## src/rtl/add_exec_consts.svh

```systemverilog
/*
 Constants for the addition execute block: opcode fields,
 flag positions and reset values.
 Assumes it is included by its bare name from the design module.
*/
//==========================================================================
// Overview of operation
// [RULE1] Literal opcode 0Fxx adds literal to accumulator
// [RULE2] Opcode 001001da ffffffff adds accumulator to file
// [RULE3] Destination bit picks accumulator or file register
// [RULE4] Access bit picks access bank or bank select
// [RULE5] Extended set, a=0, f<=5Fh: indexed offset mode
// [RULE6] One word, one cycle of four phases
// [RULE7] Sum sets negative, overflow, carry, digit carry, zero
`ifndef ADD_EXEC_CONSTS_SVH
`define ADD_EXEC_CONSTS_SVH

//==========================================================================
// Opcode fields
`define LIT_OPCODE_HI   8'h0F
`define FILE_OPCODE_HI  6'h09
`define DEST_BIT        9
`define ACCESS_BIT      8
`define INDEXED_MAX     8'h5F

//==========================================================================
// Flag positions in the 5-bit status field
`define FLAG_C   0
`define FLAG_NIBBLE_CARRY  1
`define FLAG_Z             2
`define FLAG_OVERFLOW      3
`define FLAG_N   4

//==========================================================================
// Reset values
`define ACC_RESET     8'h00
`define STATUS_RESET  5'h00

`endif

```

## src/rtl/add_exec_pkg.sv

```systemverilog
/*
 Types for the addition execute block.
 Assumes the constants header sits beside it.
*/
package add_exec_pkg;
   // Quarter-cycle phases of one instruction cycle, one-hot
   typedef enum logic [3:0] {
      PH_DECODE  = 4'h1,
      PH_READ    = 4'h2,
      PH_PROCESS = 4'h4,
      PH_WRITE   = 4'h8
   } phase_t;
endpackage : add_exec_pkg

```

## src/rtl/add_exec.sv

```systemverilog
/*
 Decode and execute of the two 8-bit addition instructions of the core.
 One clock edge stands for one quarter phase, so an addition takes four
 edges from decode to write; the indexed offset mode is only signalled,
 the offset itself is added by the address unit outside.
 Assumes a word is offered with instr_valid_i for one decode edge; the
 file memory answers the registered read address within the read phase,
 before the edge that ends it.
*/
`timescale 1ns/1ps
`include "add_exec_consts.svh"

module add_exec
   import add_exec_pkg::*;
(
   input  wire logic        clk_i,          // Core clock, 40 MHz
   input  wire logic        arst_n_i,       // Async reset, active low
   input  wire logic        instr_valid_i,  // Instruction word present
   input  wire logic [15:0] instr_i,        // Instruction word
   input  wire logic [3:0]  bank_select_register_i, // Bank select value
   input  wire logic        ext_set_en_i,   // Extended set enabled
   input  wire logic [7:0]  file_rdata_i,   // File read data
   output logic      [11:0] file_addr_o,    // File address
   output logic             file_rd_o,      // File read strobe
   output logic             file_wr_o,      // File write strobe
   output logic      [7:0]  file_wdata_o,   // File write data
   output logic             indexed_mode_o, // Indexed offset access
   output logic             access_bank_o,  // Access bank access
   output logic      [7:0]  acc_o,          // Working accumulator
   output logic      [4:0]  status_o,       // Sign ovf zero nibble carry
   output logic             done_o,         // Instruction retired
   output logic             illegal_o       // Word not an addition
);

   //=======================================================================
   // State
   typedef struct packed {
      phase_t      phase;     // Current quarter-cycle phase
      logic        is_lit;    // Word adds a literal
      logic        is_file;   // Word adds to a file register
      logic        dest_file; // Sum goes back to the file
      logic [7:0]  operand;   // Literal or file byte
      logic [8:0]  sum;       // Sum with carry out
      logic        half_c;    // Carry out of the low nibble
      logic        ovf;       // Signed overflow of the sum
      logic [11:0] addr;      // File address
      logic        rd;        // File read pulse
      logic        wr;        // File write pulse
      logic [7:0]  wdata;     // File write data
      logic        indexed;   // Indexed offset access
      logic        access;    // Access bank access
      logic [7:0]  acc;       // Working accumulator
      logic [4:0]  status;    // Flags
      logic        done;      // Retire pulse
      logic        illegal;   // Refused word pulse
   } state_t;

   state_t s_q;  // Registered state
   state_t s_d;  // Next state

   // Nibble sum gives the digit carry
   logic [4:0] nib_sum;

   //=======================================================================
   // Next-state logic
   always_comb begin
      s_d      = s_q;
      s_d.rd   = 1'b0;
      s_d.wr   = 1'b0;
      s_d.done = 1'b0;
      nib_sum  = {1'b0, s_q.acc[3:0]} + {1'b0, s_q.operand[3:0]};
      case (s_q.phase)
         PH_DECODE: begin
            // Idle here until a word arrives
            s_d.illegal = 1'b0;
            if (instr_valid_i) begin
               s_d.is_lit  = (instr_i[15:8] == `LIT_OPCODE_HI);    // RULE1
               s_d.is_file = (instr_i[15:10] == `FILE_OPCODE_HI);  // RULE2
               s_d.dest_file = instr_i[`DEST_BIT];                 // RULE3
               s_d.operand = instr_i[7:0];
               s_d.access  = ~instr_i[`ACCESS_BIT];
               s_d.indexed = 1'b0;
               if (instr_i[15:10] == `FILE_OPCODE_HI) begin
                  s_d.rd = 1'b1;
                  if (instr_i[`ACCESS_BIT]) begin
                     // Bank select supplies the upper address bits
                     s_d.addr = {bank_select_register_i,
                                 instr_i[7:0]};                    // RULE4
                  end else if (ext_set_en_i &&
                               instr_i[7:0] <= `INDEXED_MAX) begin
                     // Offset resolved by the address unit outside
                     s_d.indexed = 1'b1;                           // RULE5
                     s_d.addr    = {4'h0, instr_i[7:0]};
                  end else begin
                     s_d.addr = {4'h0, instr_i[7:0]};              // RULE4
                  end
               end
               if (instr_i[15:8] == `LIT_OPCODE_HI ||
                   instr_i[15:10] == `FILE_OPCODE_HI) begin
                  s_d.phase = PH_READ;                             // RULE6
               end else begin
                  // Not ours; flag it and stay in decode
                  s_d.illegal = 1'b1;
               end
            end
         end
         PH_READ: begin
            // File data arrives within the read phase, while the read strobe is high
            if (s_q.is_file) begin
               s_d.operand = file_rdata_i;
            end
            s_d.phase = PH_PROCESS;                                // RULE6
         end
         PH_PROCESS: begin
            s_d.sum = {1'b0, s_q.acc} + {1'b0, s_q.operand};       // RULE7
            // Carry out of bit 3 feeds the nibble flag
            s_d.half_c = nib_sum[4];                               // RULE7
            // Overflow: operands share a sign that the sum lost
            s_d.ovf    = (s_q.acc[7] == s_q.operand[7]) &&
                         (s_d.sum[7] != s_q.acc[7]);               // RULE7
            s_d.phase = PH_WRITE;                                  // RULE6
         end
         PH_WRITE: begin
            if (s_q.is_file && s_q.dest_file) begin
               s_d.wr    = 1'b1;                                   // RULE3
               s_d.wdata = s_q.sum[7:0];
            end else begin
               s_d.acc = s_q.sum[7:0];                             // RULE1
            end
            // Flags follow every addition, whichever way the sum went
            s_d.status[`FLAG_C]            = s_q.sum[8];         // RULE7
            s_d.status[`FLAG_NIBBLE_CARRY] = s_q.half_c;         // RULE7
            s_d.status[`FLAG_Z]            = (s_q.sum[7:0] == 8'h00); // RULE7
            s_d.status[`FLAG_OVERFLOW]     = s_q.ovf;            // RULE7
            s_d.status[`FLAG_N]            = s_q.sum[7];         // RULE7
            s_d.done  = 1'b1;
            s_d.phase = PH_DECODE;                                 // RULE6
         end
         default: begin
            // Recover from a corrupt phase code
            s_d.phase = PH_DECODE;
         end
      endcase
   end

   //=======================================================================
   // State register
   always_ff @(posedge clk_i or negedge arst_n_i) begin
      if (!arst_n_i) begin
         // Constants only: phase takes its one-hot idle code
         s_q         <= '0;
         s_q.phase   <= PH_DECODE;
         s_q.acc     <= `ACC_RESET;
         s_q.status  <= `STATUS_RESET;
      end else begin
         s_q <= s_d;
      end
   end

   //=======================================================================
   // Outputs straight from flip-flops
   assign file_addr_o    = s_q.addr;
   assign file_rd_o      = s_q.rd;
   assign file_wr_o      = s_q.wr;
   assign file_wdata_o   = s_q.wdata;
   assign indexed_mode_o = s_q.indexed;
   assign access_bank_o  = s_q.access;
   assign acc_o          = s_q.acc;
   assign status_o       = s_q.status;
   assign done_o         = s_q.done;
   assign illegal_o      = s_q.illegal;

   //=======================================================================
   // Checks
   // Operands for the flag checks come from earlier samples of the ports
   // where possible, so a slip in the adder or in the phase walk shows up
   // here at the retiring edge rather than instructions later.

   // A taken word retires exactly four edges after the take edge
   chk_four_phase_retire: assert property ( // RULE6
      @(posedge clk_i) disable iff (!arst_n_i)
      (s_q.phase == PH_DECODE && s_d.phase == PH_READ) |=> ##3 done_o)
      else $error("addition did not retire four phases after decode");

   // No retire pulse while the word is still in its first phases
   chk_no_early_done: assert property ( // RULE6
      @(posedge clk_i) disable iff (!arst_n_i)
      (s_q.phase == PH_DECODE && s_d.phase == PH_READ)
      |=> !done_o ##1 !done_o ##1 !done_o)
      else $error("addition retired before its write phase");

   // Words offered while busy are ignored; address and flag stay put
   chk_busy_addr_hold: assert property ( // RULE6
      @(posedge clk_i) disable iff (!arst_n_i)
      (s_q.phase != PH_DECODE) |=> ($stable(file_addr_o) && !illegal_o))
      else $error("word accepted while an addition was in flight");

   // The file read strobe is a single-cycle pulse
   chk_rd_one_shot: assert property ( // RULE6
      @(posedge clk_i) disable iff (!arst_n_i)
      file_rd_o |=> !file_rd_o)
      else $error("file read strobe longer than one cycle");

   // Literal sum lands in the accumulator at the write phase
   chk_lit_sum_acc: assert property ( // RULE1
      @(posedge clk_i) disable iff (!arst_n_i)
      (s_q.phase == PH_DECODE && instr_valid_i &&
       instr_i[15:8] == `LIT_OPCODE_HI)
      |=> ##3 (acc_o == $past(acc_o, 4) + $past(instr_i[7:0], 4)))
      else $error("literal sum not written to accumulator");

   // A literal word never touches the file memory
   chk_lit_no_read: assert property ( // RULE1
      @(posedge clk_i) disable iff (!arst_n_i)
      (s_q.phase == PH_DECODE && instr_valid_i &&
       instr_i[15:8] == `LIT_OPCODE_HI) |=> (!file_rd_o && !illegal_o))
      else $error("literal word read the file memory");

   // A word that is neither addition is flagged, reads no file and leaves the accumulator alone
   chk_illegal_quiet: assert property ( // RULE2
      @(posedge clk_i) disable iff (!arst_n_i)
      (s_q.phase == PH_DECODE && instr_valid_i &&
       instr_i[15:8] != `LIT_OPCODE_HI &&
       instr_i[15:10] != `FILE_OPCODE_HI)
      |=> (illegal_o && !file_rd_o && $stable(acc_o)))
      else $error("foreign word was not refused cleanly");

   // File sum goes out with the write strobe when d is set
   chk_dest_file_write: assert property ( // RULE3
      @(posedge clk_i) disable iff (!arst_n_i)
      (s_q.phase == PH_DECODE && instr_valid_i &&
       instr_i[15:10] == `FILE_OPCODE_HI && instr_i[`DEST_BIT])
      |=> ##3 file_wr_o)
      else $error("file destination not written");

   // The accumulator keeps its value when the file takes the sum
   chk_dest_acc_keep: assert property ( // RULE3
      @(posedge clk_i) disable iff (!arst_n_i)
      file_wr_o |-> $stable(acc_o))
      else $error("accumulator changed on file destination");

   // Written file data is the accumulator plus the byte read back
   chk_file_wdata: assert property ( // RULE2
      @(posedge clk_i) disable iff (!arst_n_i)
      file_wr_o |-> (file_wdata_o == $past(acc_o) + $past(file_rdata_i, 3)))
      else $error("file write data is not the sum");

   // A sum bound for the accumulator is the old value plus the operand
   chk_acc_dest: assert property ( // RULE3
      @(posedge clk_i) disable iff (!arst_n_i)
      (done_o && !file_wr_o) |-> (acc_o == $past(acc_o) + s_q.operand))
      else $error("accumulator destination not written with the sum");

   // The bank select value forms the upper address bits when a is set
   chk_bank_addr: assert property ( // RULE4
      @(posedge clk_i) disable iff (!arst_n_i)
      (s_q.phase == PH_DECODE && instr_valid_i &&
       instr_i[15:10] == `FILE_OPCODE_HI && instr_i[`ACCESS_BIT])
      |=> file_rd_o && file_addr_o[11:8] == $past(bank_select_register_i))
      else $error("bank select not used for banked access");

   // Access bank addresses carry zero upper bits
   chk_access_addr: assert property ( // RULE4
      @(posedge clk_i) disable iff (!arst_n_i)
      (file_rd_o && access_bank_o) |-> (file_addr_o[11:8] == 4'h0))
      else $error("access bank address has bank bits set");

   // Indexed offset only for access bank, extended set, low addresses
   chk_indexed_mode: assert property ( // RULE5
      @(posedge clk_i) disable iff (!arst_n_i)
      file_rd_o |-> (indexed_mode_o == (access_bank_o && $past(ext_set_en_i)
                     && file_addr_o[7:0] <= `INDEXED_MAX)))
      else $error("indexed mode decided wrongly");

   // Zero follows the byte that was written back
   chk_zero_flag: assert property ( // RULE7
      @(posedge clk_i) disable iff (!arst_n_i)
      done_o |-> (status_o[`FLAG_Z] ==
                  ((file_wr_o ? file_wdata_o : acc_o) == 8'h00)))
      else $error("zero flag wrong");

   // Carry out of bit 7 and the sign of the result
   chk_carry_flag: assert property ( // RULE7
      @(posedge clk_i) disable iff (!arst_n_i)
      done_o |-> (status_o[`FLAG_C] ==
                  ({1'b0, $past(acc_o)} + {1'b0, s_q.operand} > 9'h0FF) &&
                  status_o[`FLAG_N] ==
                  (file_wr_o ? file_wdata_o[7] : acc_o[7])))
      else $error("carry or negative flag wrong");

   // Carry out of the low nibble
   chk_nibble_carry: assert property ( // RULE7
      @(posedge clk_i) disable iff (!arst_n_i)
      done_o |-> (status_o[`FLAG_NIBBLE_CARRY] ==
                  ({1'b0, $past(acc_o[3:0])} + {1'b0, s_q.operand[3:0]}
                   > 5'h0F)))
      else $error("nibble carry flag wrong");

   // Signed overflow: like signs in, the other sign out
   chk_overflow_flag: assert property ( // RULE7
      @(posedge clk_i) disable iff (!arst_n_i)
      done_o |-> (status_o[`FLAG_OVERFLOW] ==
                  ($past(acc_o[7]) == s_q.operand[7] &&
                   (file_wr_o ? file_wdata_o[7] : acc_o[7]) !=
                   $past(acc_o[7]))))
      else $error("overflow flag wrong");

endmodule : add_exec

```

## config.mk

```make
export PLATFORM = sky130hd
export DESIGN_NAME = add_exec
export DESIGN_NICKNAME = d
export VERILOG_FILES = /design/src/rtl/add_exec_pkg.sv /design/src/rtl/add_exec.sv
export VERILOG_INCLUDE_DIRS = /design/src /design/src/rtl
export SDC_FILE = /design/constraint.sdc
export NUM_CORES = 1
export LEC_CHECK = 0
export ABC_AREA = 1
export ABC_CLOCK_PERIOD_IN_PS = 1730
export BUFFER_PORTS_ARGS = -buffer_cell sky130_fd_sc_hd__clkbuf_2
export CAP_MARGIN = 20
export CORE_MARGIN = 2
export CORE_UTILIZATION = 49
export DETAILED_ROUTE_END_ITERATION = 8
export PLACE_DENSITY_LB_ADDON = 0.05
export SLEW_MARGIN = 20
export SYNTH_ARGS = -nofsm -noshare
export SYNTH_HDL_FRONTEND = slang
export SYNTH_SLANG_ARGS = --single-unit
```

## constraint.sdc

```tcl
create_clock -name clk_i -period 1.73 [get_ports clk_i]
set_input_delay 0.0865 -clock clk_i [delete_from_list [all_inputs] [get_ports clk_i]]
set_output_delay 0.0865 -clock clk_i [all_outputs]
set_load 0.01 [all_outputs]
```

==> results of run 1 <==
## power groups by stage
| stage | registers, mW | logic, mW | clock network, mW |
|---|---|---|---|
| floorplan | 1.72 | 0.398 | 0 |
| global placement | 1.73 | 0.530 | 0 |
| detailed placement | 1.73 | 0.539 | 0 |
| CTS | 1.71 | 0.562 | 1.05 |
| global route | 1.73 | 0.643 | 1.11 |
| finish | 1.71 | 0.554 | 1.02 |
## synthesized netlist by cell type, drive strengths merged, types with 4 or more instances
master	count	area, sq um
nand2	148	561
dfrtp	63	1580
inv	44	165
buf	40	298
o21ai	37	204
nand3	25	143
nor2	11	51.3
ha	8	100
nand4	7	43.8
a21oi	4	20.0
## per-stage QoR
stage	std cells	util [%]	cell area, sq um	power (mW)	hold slack, ns
after global placement	513	54.7	3510	2.26	0.122
after CTS	538	58.8	3770	3.32	0.000958
after detailed placement	513	54.7	3510	2.27	0.124
after floorplan	399	-	3280	2.12	-0.209
after global routing	538	58.9	3780	3.48	0.0597
final	538	58.9	3780	3.29	0.0107
## registers in the layout, summed over array words and instances (netlist names)
register,cells
s_q,25
illegal_o,1
file_rd_o,1
status_o,5
file_addr_o,12
done_o,1
access_bank_o,1
file_wr_o,1
acc_o,8
indexed_mode_o,1
file_wdata_o,8
## critical path, cell delays in order (launching register included)
cell and delay [ns]:
dfrtp_1 0.39, ha_2 0.21, fa_2 0.34, nand2_1 0.08, nand3_1 0.08, or2_2 0.27, nand3_1 0.07, nand2_1 0.05
## worst paths after layout
kind	from	slack (ns)	cells past startpoint	endpoint
min in group asynchronous	arst_n_i	0.30	2	acc_o[1]
setup reg to reg	acc_o[0]	0.15	7	s_q[45]
hold / removal	bank_select_register_i[0]	0.01	3	file_addr_o[8]
hold reg to reg	status_o[3]	0.47	2	status_o[3]
setup / recovery	acc_o[0]	0.15	7	s_q[45]
max in group asynchronous	arst_n_i	0.90	3	file_addr_o[1]
## logic make-up after synthesis
family / count (synthesis) / synth area share, %
xor+xnor: 1 / 0.267
simple gates: 195 / 25.5
compound gates: 44 / 7.47
flops: 64 / 48.8
fa+ha+maj: 9 / 3.66
buf+inv: 86 / 14.3
## what timing repair did
action	CTS	global route
setup endpoints to repair	0	3
hold buffers	12	0
endpoints found under the hold margin	29	0
gates resized for setup	0	2
## metal layers
metal,vias to the layer above,GRT usage [%],share of wire (%)
met5,-,0,0
met4,0,6.49,1.4
met3,10,5.20,5.0
met2,67,35.2,48
met1,1164,24.1,45
li1,1340,-,-
## area by class of cell
class                           count  area share (%)
Sequential cell                    64            42.4
Timing Repair Buffer               90            14.7
Clock buffer                       11            3.48
Tap cell                           77            2.55
Multi-Input combinational cell    249            32.1
Inverter                           45            4.47
Clock inverter                      2           0.265
==> flow_summary.json, run 1 <==
{
  "p_comb_share_pct": 16.9,
  "synth-seq-cells": 64,
  "synthCells": 399,
  "path_class": "flop to flop",
  "yosys_warnings": 0,
  "syn_area_sq_um": 3280,
  "crit_path_end_kind": "flop",
  "initial_core_util_pct": 51.1,
  "antenna_found_initial": 0,
  "ios": 71,
  "grt_max_degree": 24,
  "clk_latency_ns": 0.33,
  "violations": "DRC",
  "grt_pass1_wl_um": 11500,
  "post_cts_buffers": 0,
  "syn_to_final_growth_pct": 15.1,
  "die_w_um": 85.9,
  "final_common_cell": "nand2_1",
  "layout_common_cells": "146 x nand2_1, 70 x clkbuf_2, 63 x dfrtp_1, 40 x inv_1, 23 x nand3_1",
  "power.switching_mw": 0.946,
  "async_flop_share_pct": 100,
  "wl_per_cell_um": 12.3,
  "drtPass1Iterations": 8,
  "nets": 500,
  "drcViolationCount": 1,
  "timing.final.ws_setup_ns": 0.146,
  "cts_tree": "built",
  "p_sw_share_pct": 28.8,
  "power.density_nw_per_um2": 870,
  "cell_internal_pwr_mw": 2.34,
  "rsz0062_at_grt": "no",
  "hpwl_um": 4960,
  "die_y_um": 85.9,
  "setup_viol_count_final": 0,
  "pre_cts_ws_ns": 0.0667,
  "p_leak_nw": 2.09,
  "ir_drop_uv": 406,
  "outcome": "finished, violations left",
  "fillers": 612,
  "drive_gt1_share_pct": 23.2,
  "h-tree-depth": 3,
  "viasPerCell": 4.80,
  "syn_nets": 440,
  "start_kind": "flop",
  "period_share_pct": 91.6,
  "maxCapViolations": 0,
  "p_clk_share_pct": 31.2,
  "multi_input_area_sq_um": 1210,
  "port_buffers": 70,
  "worst_clock_skew_ns": 0.00533,
  "synth_edf_count": 0,
  "worstPathArrival_ns": 1.81,
  "critical_path_required_ns": 1.96,
  "cts_sinks": 64,
  "slew_headroom_pct": 60.0,
  "ant_nets": 0,
  "drt-initial-drc-count": 102,
  "first_global_vias": 2546,
  "die-area_sq_um": 7370,
  "path_max_fanout": 3,
  "gp_congestion": 0.834,
  "via_count": 2581,
  "clockBufferDepth": 2,
  "yosysUniqueCellTypes": 33,
  "grt_overflow": 0,
  "totalWireLength_um": 6610,
  "fin_setup_tns_ns": 0,
  "synth_top_flop_cell": "dfrtp_1",
  "synth_seq_area_share_pct": 48.8,
  "grt_use_total_pct": 20.1,
  "avgSynthCellArea_sq_um": 8.23,
  "rows": 29,
  "finalCriticalPeriod_ns": 1.58,
  "path_clk_slew_ns": 0.07,
  "cts_made_buffers": 9,
  "hold_viol_final": 0,
  "final_max_slew_viol_count": 0,
  "core_area_sq_um": 6420,
  "hp-class": "input port to flop",
  "root_buffer": "clkbuf_8",
  "fmax_mhz": 631,
  "antenna_cells": 0,
  "p_seq_share_pct": 52.0,
  "tightest_slew_ns": 0.600,
  "regArea_sq_um": 1600
}
Note: power is estimated with default switching activity, not from simulation.
==> inputs of run 2 (changes only) <==
--- a/config.mk
+++ b/config.mk
@@ -7,11 +7,11 @@
 export NUM_CORES = 1
 export LEC_CHECK = 0
 export ABC_AREA = 1
-export ABC_CLOCK_PERIOD_IN_PS = 1730
+export ABC_CLOCK_PERIOD_IN_PS = 2000
 export BUFFER_PORTS_ARGS = -buffer_cell sky130_fd_sc_hd__clkbuf_2
 export CAP_MARGIN = 20
 export CORE_MARGIN = 2
-export CORE_UTILIZATION = 49
+export CORE_UTILIZATION = 58
 export DETAILED_ROUTE_END_ITERATION = 8
 export PLACE_DENSITY_LB_ADDON = 0.05
 export SLEW_MARGIN = 20
==> constraint.sdc (replaced) <==
create_clock -name clk_i -period 2 [get_ports clk_i]
set_input_delay 0.1 -clock clk_i [delete_from_list [all_inputs] [get_ports clk_i]]
set_output_delay 0.1 -clock clk_i [all_outputs]
set_load 0.01 [all_outputs]
==> flow_summary.json, run 2 (synthesis gave the netlist of run 1 again) <==
{
  "outcome": "complete, no violations",
  "viasPerCell": 4.81,
  "gp_congestion": 0.913,
  "syn_to_final_growth_pct": 13.9,
  "crit_path_cell_trace": "ha_1 -> fa_1 -> nand2_1 -> nand3_1 -> or2_2 -> nand3_1 -> nand2_1",
  "start_kind": "flop",
  "worst_clock_skew_ns": 0.00467,
  "path_clk_slew_ns": 0.06,
  "grt_use_total_pct": 23.1,
  "path_max_fanout": 4,
  "slowest_stage": "fa_1",
  "top_regs": "s_q (25), file_addr_o (12)",
  "finalCriticalPeriod_ns": 1.81,
  "fillers": 484,
  "setup_viol_count_final": 0,
  "antenna_cells": 0,
  "crit_path_end_kind": "flop",
  "via_count": 2538,
  "cts_sinks": 64,
  "slew_headroom_pct": 74.8,
  "drtPass1Iterations": 4,
  "cts_made_buffers": 9,
  "fmax_mhz": 553,
  "initial_core_util_pct": 60.0,
  "worstPathArrival_ns": 2.03,
  "post_cts_buffers": 0,
  "h-tree-depth": 3,
  "drt-initial-drc-count": 108,
  "ir_drop_uv": 428,
  "regArea_sq_um": 1600,
  "die_y_um": 79.2,
  "antenna_found_initial": 0,
  "hp-class": "input port to flop",
  "totalWireLength_um": 6250,
  "clk_latency_ns": 0.33,
  "period_share_pct": 90.4,
  "die-area_sq_um": 6280,
  "cts_tree": "built",
  "die_w_um": 79.2,
  "rsz0062_at_grt": "no",
  "ctsHoldBuffers": 11,
  "ant_nets": 0,
  "first_global_vias": 2539,
  "power.density_nw_per_um2": 781,
  "largest_register_ffs": 25,
  "fin_setup_tns_ns": 0,
  "port_buffers": 70,
  "nets": 494,
  "rows": 27,
  "drcViolationCount": 0,
  "totalPowerFinal_mw": 2.92,
  "hold_viol_final": 0,
  "wl_per_cell_um": 11.8,
  "grt_pass1_wl_um": 11200,
  "grt_overflow": 0,
  "core_area_sq_um": 5470,
  "multi_input_area_sq_um": 1210,
  "ios": 71,
  "maxCapViolations": 0,
  "layout_common_cells": "146 x nand2_1, 70 x clkbuf_2, 63 x dfrtp_1, 40 x inv_1, 23 x nand3_1",
  "tightest_slew_ns": 0.378,
  "cts_resized": 0,
  "final_common_cell": "nand2_1",
  "grt_max_degree": 65,
  "path_class": "flop to flop",
  "critical_path_required_ns": 2.22,
  "regMostFlops": "s_q",
  "cpPeakStageDelay_ns": 0.44,
  "root_buffer": "clkbuf_8",
  "hpwl_um": 4540,
  "drive_gt1_share_pct": 22.1,
  "clockBufferDepth": 2,
  "final_max_slew_viol_count": 0,
  "p_leak_nw": 2.07
}
==> run 2: final cells by class <==
type | instances | area share, %
well taps | 72 | 2.41
repair buffers | 84 | 13.2
multi-input cells | 249 | 32.4
flip-flops and latches | 64 | 42.9
clock buffers | 14 | 4.62
inverters | 45 | 4.52
==> run 2: power breakdown <==
| group | switching (mW) | internal (mW) |
|---|---|---|
| registers | 0.0716 | 1.41 |
| logic | 0.279 | 0.187 |
| clock network | 0.438 | 0.539 |
==> run 2: critical path: cells and delay by family, from the launching register on <==
kind	cells	cell delay (ns)
flops	1	0.40
simple gates	5	0.62
fa+ha+maj	2	0.69
==> run 2: metrics by stage <==
step | hold WS [ns] | instances | instance area [sq um] | utilization [%] | setup WS, ns
after CTS | 0.000564 | 528 | 3740 | 68.3 | 0.182
after global placement | 0.142 | 503 | 3460 | 63.2 | 0.242
after detailed placement | 0.142 | 503 | 3460 | 63.2 | 0.199
final | 0.0125 | 528 | 3740 | 68.3 | 0.191
after floorplan | -0.196 | 399 | 3280 | - | 0.308
after global routing | 0.0279 | 528 | 3740 | 68.3 | 0.0850
==> run 2: routing by layer <==
layer / share of wire (%) / vias to the layer above / GRT usage, %
met2: 46 / 73 / 37.6
met3: 5.2 / 13 / 5.11
met1: 47 / 1120 / 29.3
met4: 2.3 / 0 / 10.9
li1: - / 1332 / -
met5: 0 / - / 0
==> run 2: worst paths after layout <==
kind                             start             end  slack, ns  cells past startpoint
max                           acc_o[0]         s_q[45]       0.19                      7
min                         instr_i[5]  file_addr_o[5]       0.01                      3
max reg2reg                   acc_o[0]         s_q[45]       0.19                      7
min reg2reg                status_o[0]     status_o[0]       0.47                      2
max in group asynchronous     arst_n_i         s_q[61]       1.38                      3
min in group asynchronous     arst_n_i     status_o[3]       0.32                      3
